--- config.mk ---
export PLATFORM = sky130hd
export DESIGN_NAME = rcos_ref_out
export DESIGN_NICKNAME = d
export VERILOG_FILES = /design/src/hdl/rcos_pkg.sv /design/src/hdl/rcos_sync.sv /design/src/hdl/rcos_divider.sv /design/src/hdl/rcos_ref_out.sv
export SDC_FILE = /design/constraint.sdc
export NUM_CORES = 1
export LEC_CHECK = 0
export ABC_AREA = 1
export BUFFER_PORTS_ARGS = -buffer_cell sky130_fd_sc_hd__buf_2
export CAP_MARGIN = 20
export CORE_ASPECT_RATIO = 0.8
export CORE_MARGIN = 3
export CORE_UTILIZATION = 35
export CTS_CLUSTER_SIZE = 40
export DETAILED_ROUTE_END_ITERATION = 10
export PLACE_DENSITY_LB_ADDON = 0.2
export SETUP_SLACK_MARGIN = 0.4
export SKIP_LAST_GASP = 1
export SYNTH_ARGS = -nofsm -noshare
export SYNTH_HDL_FRONTEND = slang
export SYNTH_HIERARCHICAL = 1
export SYNTH_SLANG_ARGS = --single-unit
--- constraint.sdc ---
create_clock -name pclk -period 2.7 [get_ports pclk]
set_input_delay 0.81 -clock pclk [delete_from_list [all_inputs] [get_ports pclk]]
set_output_delay 0.81 -clock pclk [all_outputs]
set_load 0.03 [all_outputs]
--- src/hdl/rcos_pkg.sv ---
package rcos_pkg;

	// Register map, byte addresses on the APB bus
	localparam logic [11:0] ADDR_CONFIG        = 12'h000;
	localparam logic [11:0] ADDR_SOURCE        = 12'h004;
	localparam logic [11:0] ADDR_STATUS        = 12'h008;

	// Configuration register fields
	localparam int          FREQ_LSB           = 0;
	localparam int          FREQ_MSB           = 2;
	localparam int          FREE_BIT           = 3;
	localparam int          BYPASS_BIT         = 4;
	localparam int          HOLD_BIT           = 5;
	localparam logic [7:0]  CONFIG_RESET       = 8'h00;
	localparam logic [7:0]  CONFIG_MASK        = 8'h3f;

	// Source register fields
	localparam int          SRC_EXT_BIT        = 0;
	localparam int          SRC_E1_BIT         = 1;
	localparam logic [7:0]  SOURCE_RESET       = 8'h00;
	localparam logic [7:0]  SOURCE_MASK        = 8'h03;

	// Frequency codes
	localparam logic [2:0]  FREQ_SOURCE        = 3'h0;
	localparam logic [2:0]  FREQ_RESERVED      = 3'h3;

	// Output selection encodings reported in status
	localparam logic [2:0]  SEL_LOCKED         = 3'h1;
	localparam logic [2:0]  SEL_FREE           = 3'h2;
	localparam logic [2:0]  SEL_HIGH           = 3'h4;

	// Rates, in kHz, and the system clock rate
	localparam int          CLK_KHZ            = 250000;
	localparam int          T1_KHZ             = 1544;
	localparam int          E1_KHZ             = 2048;

	// Output rates for each master-clock-derived setting, Hz figures
	localparam int          RATE_8K_HZ         = 8000;
	localparam int          RATE_64K_HZ        = 64000;
	localparam int          RATE_4M_HZ         = 4096000;
	localparam int          RATE_8M_HZ         = 8192000;
	localparam int          RATE_19M_HZ        = 19440000;
	localparam int          RATE_32M_HZ        = 32768000;
	localparam int          RATE_T1_HZ         = T1_KHZ * 1000;
	localparam int          RATE_E1_HZ         = E1_KHZ * 1000;
	localparam int          CLK_HZ             = CLK_KHZ * 1000;

	// Half period in clock cycles, rounded down, at least one
	function automatic logic [15:0] rcos_half(input int hz);
		int c;
		c = CLK_HZ / (2 * hz);
		if (c < 1) begin
			c = 1;
		end
		return c[15:0];
	endfunction

	typedef enum logic [2:0] {
		RCOS_LOCKED = 3'b001,
		RCOS_FREE   = 3'b010,
		RCOS_HIGH   = 3'b100
	} rcos_mode_type;

endpackage

--- src/hdl/rcos_sync.sv ---
`timescale 1ns/100ps
`default_nettype none

module rcos_sync
	import rcos_pkg::*;
#(
	parameter int WIDTH = 1
) (
	input  wire logic             pclk,
	input  wire logic             presetn,
	input  wire logic [WIDTH-1:0] din,
	output logic      [WIDTH-1:0] dout
);

	logic [WIDTH-1:0] meta_r;

	// Width must hold at least one bit
	if (WIDTH < 1) begin : g_width_check
		$error("rcos_sync: WIDTH below one");
	end

	// Two-stage synchroniser, first stage read only by second
	always_ff @(posedge pclk or negedge presetn) begin
		if (!presetn) begin
			meta_r <= '0;
			dout   <= '0;
		end else begin
			meta_r <= din;
			dout   <= meta_r;
		end
	end

endmodule

`default_nettype wire

--- src/hdl/rcos_divider.sv ---
`timescale 1ns/100ps
`default_nettype none

module rcos_divider
	import rcos_pkg::*;
(
	input  wire logic        pclk,
	input  wire logic        presetn,
	input  wire logic [15:0] half_count,
	output logic             clk_out
);

	logic [15:0] count_r;

	// Toggle output every half_count cycles
	always_ff @(posedge pclk or negedge presetn) begin
		if (!presetn) begin
			count_r <= 16'h0000;
			clk_out <= 1'b0;
		end else if (count_r + 16'h0001 >= half_count) begin
			count_r <= 16'h0000;
			clk_out <= ~clk_out;
		end else begin
			count_r <= count_r + 16'h0001;
		end
	end

endmodule

`default_nettype wire

--- src/hdl/rcos_ref_out.sv ---
// Decided for this implementation: the register offsets and the APB interface to the registers.
`timescale 1ns/100ps
`default_nettype none

module rcos_ref_out
	import rcos_pkg::*;
(
	input  wire logic        pclk,
	input  wire logic        presetn,
	input  wire logic        psel,
	input  wire logic        penable,
	input  wire logic        pwrite,
	input  wire logic [11:0] paddr,
	input  wire logic [31:0] pwdata,
	output logic      [31:0] prdata,
	output logic             pready,
	output logic             pslverr,
	input  wire logic        external_clock_in_a,
	input  wire logic        recovered_line_clock,
	input  wire logic        source_lost,
	output logic             reference_output_a
);

	////////////////////////////////////////////////////////////////////
	// Registers and synchronised inputs

	logic [7:0]     reference_output_config_r;
	logic [7:0]     source_config_r;
	rcos_mode_type  mode_r;
	rcos_mode_type  mode_nxt;
	logic [15:0]    half_r;
	logic [15:0]    half_nxt;
	logic           lost_s;
	logic           ext_s;
	logic           line_s;
	logic           free_clk;
	logic           src_clk;
	logic           undefined_r;
	logic           undefined_nxt;

	logic           synth_bypass;
	logic           synth_free_run;
	logic           loss_hold_high;
	logic [2:0]     synth_freq_select;
	logic           src_is_ext;
	logic           src_is_e1;

	assign synth_freq_select = reference_output_config_r[FREQ_MSB:FREQ_LSB];
	assign synth_free_run    = reference_output_config_r[FREE_BIT];
	assign synth_bypass      = reference_output_config_r[BYPASS_BIT];
	assign loss_hold_high    = reference_output_config_r[HOLD_BIT];
	assign src_is_ext        = source_config_r[SRC_EXT_BIT];
	assign src_is_e1         = source_config_r[SRC_E1_BIT];

	// Pins pass two flops before use
	rcos_sync #(
		.WIDTH (3)
	) u_sync (
		.pclk    (pclk),
		.presetn (presetn),
		.din     ({source_lost, external_clock_in_a, recovered_line_clock}),
		.dout    ({lost_s, ext_s, line_s})
	);

	// Selected source clock
	assign src_clk = src_is_ext ? ext_s : line_s;

	////////////////////////////////////////////////////////////////////
	// Frequency decode

	// Half period for a frequency code, or the line rate
	function automatic logic [15:0] rcos_code_half(
		input logic [2:0] code,
		input logic       e1
	);
		logic [15:0] h;
		h = e1 ? rcos_half(RATE_E1_HZ) : rcos_half(RATE_T1_HZ);
		case (code)
			3'h1:    h = rcos_half(RATE_8K_HZ);
			3'h2:    h = rcos_half(RATE_64K_HZ);
			3'h4:    h = rcos_half(RATE_4M_HZ);
			3'h5:    h = rcos_half(RATE_8M_HZ);
			3'h6:    h = rcos_half(RATE_19M_HZ);
			3'h7:    h = rcos_half(RATE_32M_HZ);
			default: h = h;
		endcase
		return h;
	endfunction

	////////////////////////////////////////////////////////////////////
	// Output mode selection

	always_comb begin
		mode_nxt      = RCOS_LOCKED;
		half_nxt      = rcos_code_half(synth_freq_select, src_is_e1);
		undefined_nxt = 1'b0;
		if (!lost_s) begin
			if (synth_bypass) begin
				mode_nxt = RCOS_LOCKED;
			end else if (synth_free_run) begin
				mode_nxt = RCOS_FREE;
				if (synth_freq_select == FREQ_SOURCE) begin
					undefined_nxt = 1'b1;
				end
			end else begin
				mode_nxt = RCOS_LOCKED;
			end
		end else if (src_is_ext) begin
			if (!synth_bypass && synth_free_run) begin
				mode_nxt = RCOS_FREE;
			end else begin
				mode_nxt = RCOS_HIGH;
			end
		end else if (!synth_bypass) begin
			if (synth_free_run || !loss_hold_high) begin
				mode_nxt = RCOS_FREE;
			end else begin
				mode_nxt = RCOS_HIGH;
			end
		end else begin
			half_nxt = src_is_e1 ? rcos_half(RATE_E1_HZ)
				: rcos_half(RATE_T1_HZ);
			if (loss_hold_high) begin
				mode_nxt = RCOS_HIGH;
			end else begin
				mode_nxt = RCOS_FREE;
			end
		end
		if (synth_bypass && !(lost_s && !src_is_ext)) begin
			half_nxt = src_is_e1 ? rcos_half(RATE_E1_HZ)
				: rcos_half(RATE_T1_HZ);
		end
	end

	// Mode and divider setting
	always_ff @(posedge pclk or negedge presetn) begin
		if (!presetn) begin
			mode_r      <= RCOS_LOCKED;
			half_r      <= 16'h0001;
			undefined_r <= 1'b0;
		end else begin
			mode_r      <= mode_nxt;
			half_r      <= half_nxt;
			undefined_r <= undefined_nxt;
		end
	end

	rcos_divider u_div (
		.pclk       (pclk),
		.presetn    (presetn),
		.half_count (half_r),
		.clk_out    (free_clk)
	);

	// Output mux, registered
	always_ff @(posedge pclk or negedge presetn) begin
		if (!presetn) begin
			reference_output_a <= 1'b1;
		end else begin
			case (mode_r)
				RCOS_LOCKED: reference_output_a <= src_clk;
				RCOS_FREE:   reference_output_a <= free_clk;
				RCOS_HIGH:   reference_output_a <= 1'b1;
				default:     reference_output_a <= 1'b1;
			endcase
		end
	end

	////////////////////////////////////////////////////////////////////
	// APB slave, zero wait states

	logic access;
	logic bad_addr;
	assign access   = psel && penable;
	assign bad_addr = (paddr != ADDR_CONFIG) && (paddr != ADDR_SOURCE)
		&& (paddr != ADDR_STATUS);

	// Register writes
	always_ff @(posedge pclk or negedge presetn) begin
		if (!presetn) begin
			reference_output_config_r <= CONFIG_RESET;
			source_config_r           <= SOURCE_RESET;
		end else if (access && pwrite) begin
			if (paddr == ADDR_CONFIG) begin
				reference_output_config_r <= pwdata[7:0] & CONFIG_MASK;
			end else if (paddr == ADDR_SOURCE) begin
				source_config_r <= pwdata[7:0] & SOURCE_MASK;
			end
		end
	end

	// Read data registered in setup phase
	always_ff @(posedge pclk or negedge presetn) begin
		if (!presetn) begin
			prdata <= 32'h00000000;
		end else if (psel && !penable) begin
			if (paddr == ADDR_CONFIG) begin
				prdata <= {24'h000000, reference_output_config_r};
			end else if (paddr == ADDR_SOURCE) begin
				prdata <= {24'h000000, source_config_r};
			end else if (paddr == ADDR_STATUS) begin
				prdata <= {27'h0000000, undefined_r, lost_s, mode_r};
			end else begin
				prdata <= 32'h00000000;
			end
		end
	end

	// Ready and error, valid in access phase
	always_ff @(posedge pclk or negedge presetn) begin
		if (!presetn) begin
			pready  <= 1'b0;
			pslverr <= 1'b0;
		end else begin
			pready  <= psel && !penable;
			pslverr <= psel && !penable && bad_addr;
		end
	end

endmodule

`default_nettype wire

==> results.md <==
* Status: finished, final reports clean
* Ys Warns at 6
* Synth Area in Adders at 6.78%
* Synth area leader: dfrtp_1
* Iter 0 DRT Violations at 119
* Mux share of post-synthesis cell area at 0%
* Reg clk slew, reported paths at 0.10 ns
* Initial antenna violation count at 0
* Clock Sinks at 54
* Flops & latches, synth at 54
* GR Overflow Total at 0
* Max-slew headroom at 64.8%
* Syn_area_per_cell at 7.94 sq um
* Post-synth top cells: 88 x nand2_1, 69 x inv_1, 51 x dfrtp_1
* Drt first pass iters at 5
* TritonCTS clock tree: built
* Port-buffer cells at 34
* Synth Area in Compound Gates at 5.19%
* DR vias at 2460
* Global Route Usage Sum at 13.1%
* Die Span X at 112 um
* I/O pin total at 87
* Power Dens Cells at 704 nW/um^2
* Worst skew pair latency at 0.31 ns
* Largest family of logic cells by synthesized area: simple AND/OR/NAND/NOR gates
* Cell Chain, Critical Path: ha_2, nand2_2, nor2_4, nand2_2, nor2_4, xor2_2, inv_2, ha_4, nand4_1, nor3_4, nand2_4, nand2_4, nand2_1, nand2_1
* Worst setup EP type: flop
* Slew of the pin with the lowest slew margin at 0.528 ns
* Post-Syn Instances at 395
* Max-Cap Viols at 0
* Count of pins over their slew limit at 0
* Area grow syn2layout at 20.1%
* Bufs and invs on worst path at 1
* Placed cell area at 3330 sq um
* Highest cell delay on the worst timing path at 0.40 ns
* DRC violations left at 0
* Post-Syn Area at 3140 sq um
* Post-DP HPWL at 4.66 mm
* Fraction of registers with async set/reset at 100%
* Top-count cell post-synth: nand2_1
* Crit share post-route at 87.3%
* Family with the most delay on the worst path: simple AND/OR/NAND/NOR gates
* Row cnt at 30
* Clock skew at 0.00795 ns
* Slowest cell on crit path: dfrtp_1
* Synth unique cells at 32
* Design Area, Final at 3760 sq um
* Hold slack final at 0.357 ns
* Largest cells by area after synthesis: dfrtp_1 41%, nand2_1 11%, inv_1 8.3%
* XOR/XNOR Fraction of Synth Area at 1.68%
* Routability cong. at 0.776
* Layout cells sized above 1 at 25.6%
* Routed Antenna Nets at 0
* Number of global-route vias before repair at 2528
* Reg2Reg Setup Slack at 0.34 ns
* Post-synthesis sequential area ratio at 43.2%
* DR WL/cell at 11.6 um
* Final wirelength at 6.58 mm
* Final Hold Violating Endpoints at 0
* Crit path time final at 2.36 ns
* Clock buffer depth at 2
* Largest net degree at the start of global routing at 25
* Critical Path RT at 2.95 ns
* Die area at 10100 sq um
* Post-synth EDFFs at 0
* Core Footprint at 8600 sq um
* Maximum clock rate at 424 MHz
* RSZ-0062 raised after global routing: true
* Post-synth top area share at 40.7%
* Peak supply drop at 0.000259 V
* Hold crit path type: reg -> reg
* Layout Nets at 522
* Via/cell ratio at 4.35
* Leakage power total at 2.08 nW
* Worst setup path class: reg -> reg
* Top_reg_cell synth: dfrtp_1
* Crit path DAT at 2.61 ns
* CTS root buf: clkbuf_8
* CP Launch Type: flop
* Simple-gate share of the synthesized area at 27.2%
* Final number of setup-violating endpoints at 0
* Htree depth at 2
* Antenna diodes at 0
* Die Span Y at 90.7 um
* Initial Utilization at 36.5%
* CTS Buf Count at 5
* Max Fanout on Critical Path at 5
* First-pass GRT wire length at 11.2 mm
==> cells by family (layout without fill, tap and decap cells) <==
family | after synthesis | in the layout
xor gates and xnor gates | 6 | 6
and+or+nand+nor | 187 | 189
buffers and inverters | 99 | 129
AOI/OAI and AO/OA | 31 | 31
adders and majority gates | 17 | 17
other | 1 | 28
DFF | 54 | 54
==> final cells by class <==
class,instances,area (sq um)
inverter,69,259
clock inverter,2,37.5
clock buffer,6,72.6
multi-input combinational,271,1590
fill,842,4830
timing repair buffer,52,313
sequential,54,1360
tap,112,140
==> sequential cells by signal (all words and copies together), names as in the netlist <==
signal / flops
u_div/count_r: 16
half_r: 10
prdata: 6
reference_output_config_r: 6
mode_r: 3
u_sync/dout: 3
u_sync/meta_r: 3
source_config_r: 2
pready: 1
pslverr: 1
reference_output_a: 1
u_div/clk_out: 1
undefined_r: 1
==> metrics by stage <==
stage | std cells | util (%) | setup TNS [ns] | setup slack (ns) | total power [mW]
2_1_floorplan | 422 | - | 0 | 0.419 | 1.61
3_3_place_gp | 541 | 38.8 | 0 | 0.0601 | 1.74
3_5_place_dp | 541 | 38.8 | -0.0154 | -0.0154 | 1.77
4_1_cts | 560 | 42.3 | 0 | 0.364 | 2.56
5_1_grt | 566 | 43.8 | 0 | 0.179 | 2.87
6_report | 566 | 43.8 | 0 | 0.342 | 2.65
==> where the power goes <==
part	internal, mW	switching, mW	total [mW]
registers	0.914	0.0806	0.995
logic	0.455	0.659	1.11
clock network	0.277	0.267	0.544
total	1.65	1.01	2.65
==> routing by layer <==
metal	global-route usage, %	wire [um]	vias to the layer above
met5	0	0	-
met4	3.44	57	0
met3	3.55	270	6
met2	21.6	3070	51
met1	17.1	3180	1126
li1	-	-	1277
==> repair_timing <==
item,CTS,global route
cloned,2,0
buffers inserted,9,6
pin swaps,15,4
endpoints found under the hold margin,0,0
hold buffers,0,0
setup endpoints to repair,17,17
gates resized for setup,29,20
==> worst paths after layout <==
check                                 start                 end  depth (start not counted)
min in group asynchronous           presetn           prdata[3]                          1
min                        u_sync/meta_r[2]      u_sync/dout[2]                          0
max reg2reg                u_div/count_r[0]       u_div/clk_out                         14
min reg2reg                u_sync/meta_r[2]      u_sync/dout[2]                          0
max                        u_div/count_r[0]       u_div/clk_out                         14
max in group asynchronous           presetn  reference_output_a                          2
==> cell usage in the layout (no fill, tap or decap), types with 3 or more instances in the layout <==
| master | n |
|---|---|
| nand2_1 | 78 |
| inv_1 | 67 |
| dfrtp_1 | 49 |
| nor2_1 | 39 |
| buf_2 | 34 |
| conb_1 | 28 |
| nand3_1 | 25 |
| buf_4 | 16 |
| o21ai_0 | 14 |
| ha_1 | 14 |
| nand2_2 | 12 |
| a21oi_1 | 8 |
| nor2_4 | 6 |
| nand3_2 | 5 |
| nand2_4 | 5 |
| clkbuf_8 | 5 |
| nor2_2 | 4 |
| dfstp_2 | 3 |
| nor3_4 | 3 |
| nand4_1 | 3 |
| xor2_1 | 3 |
(Power assumes the default switching activity.)
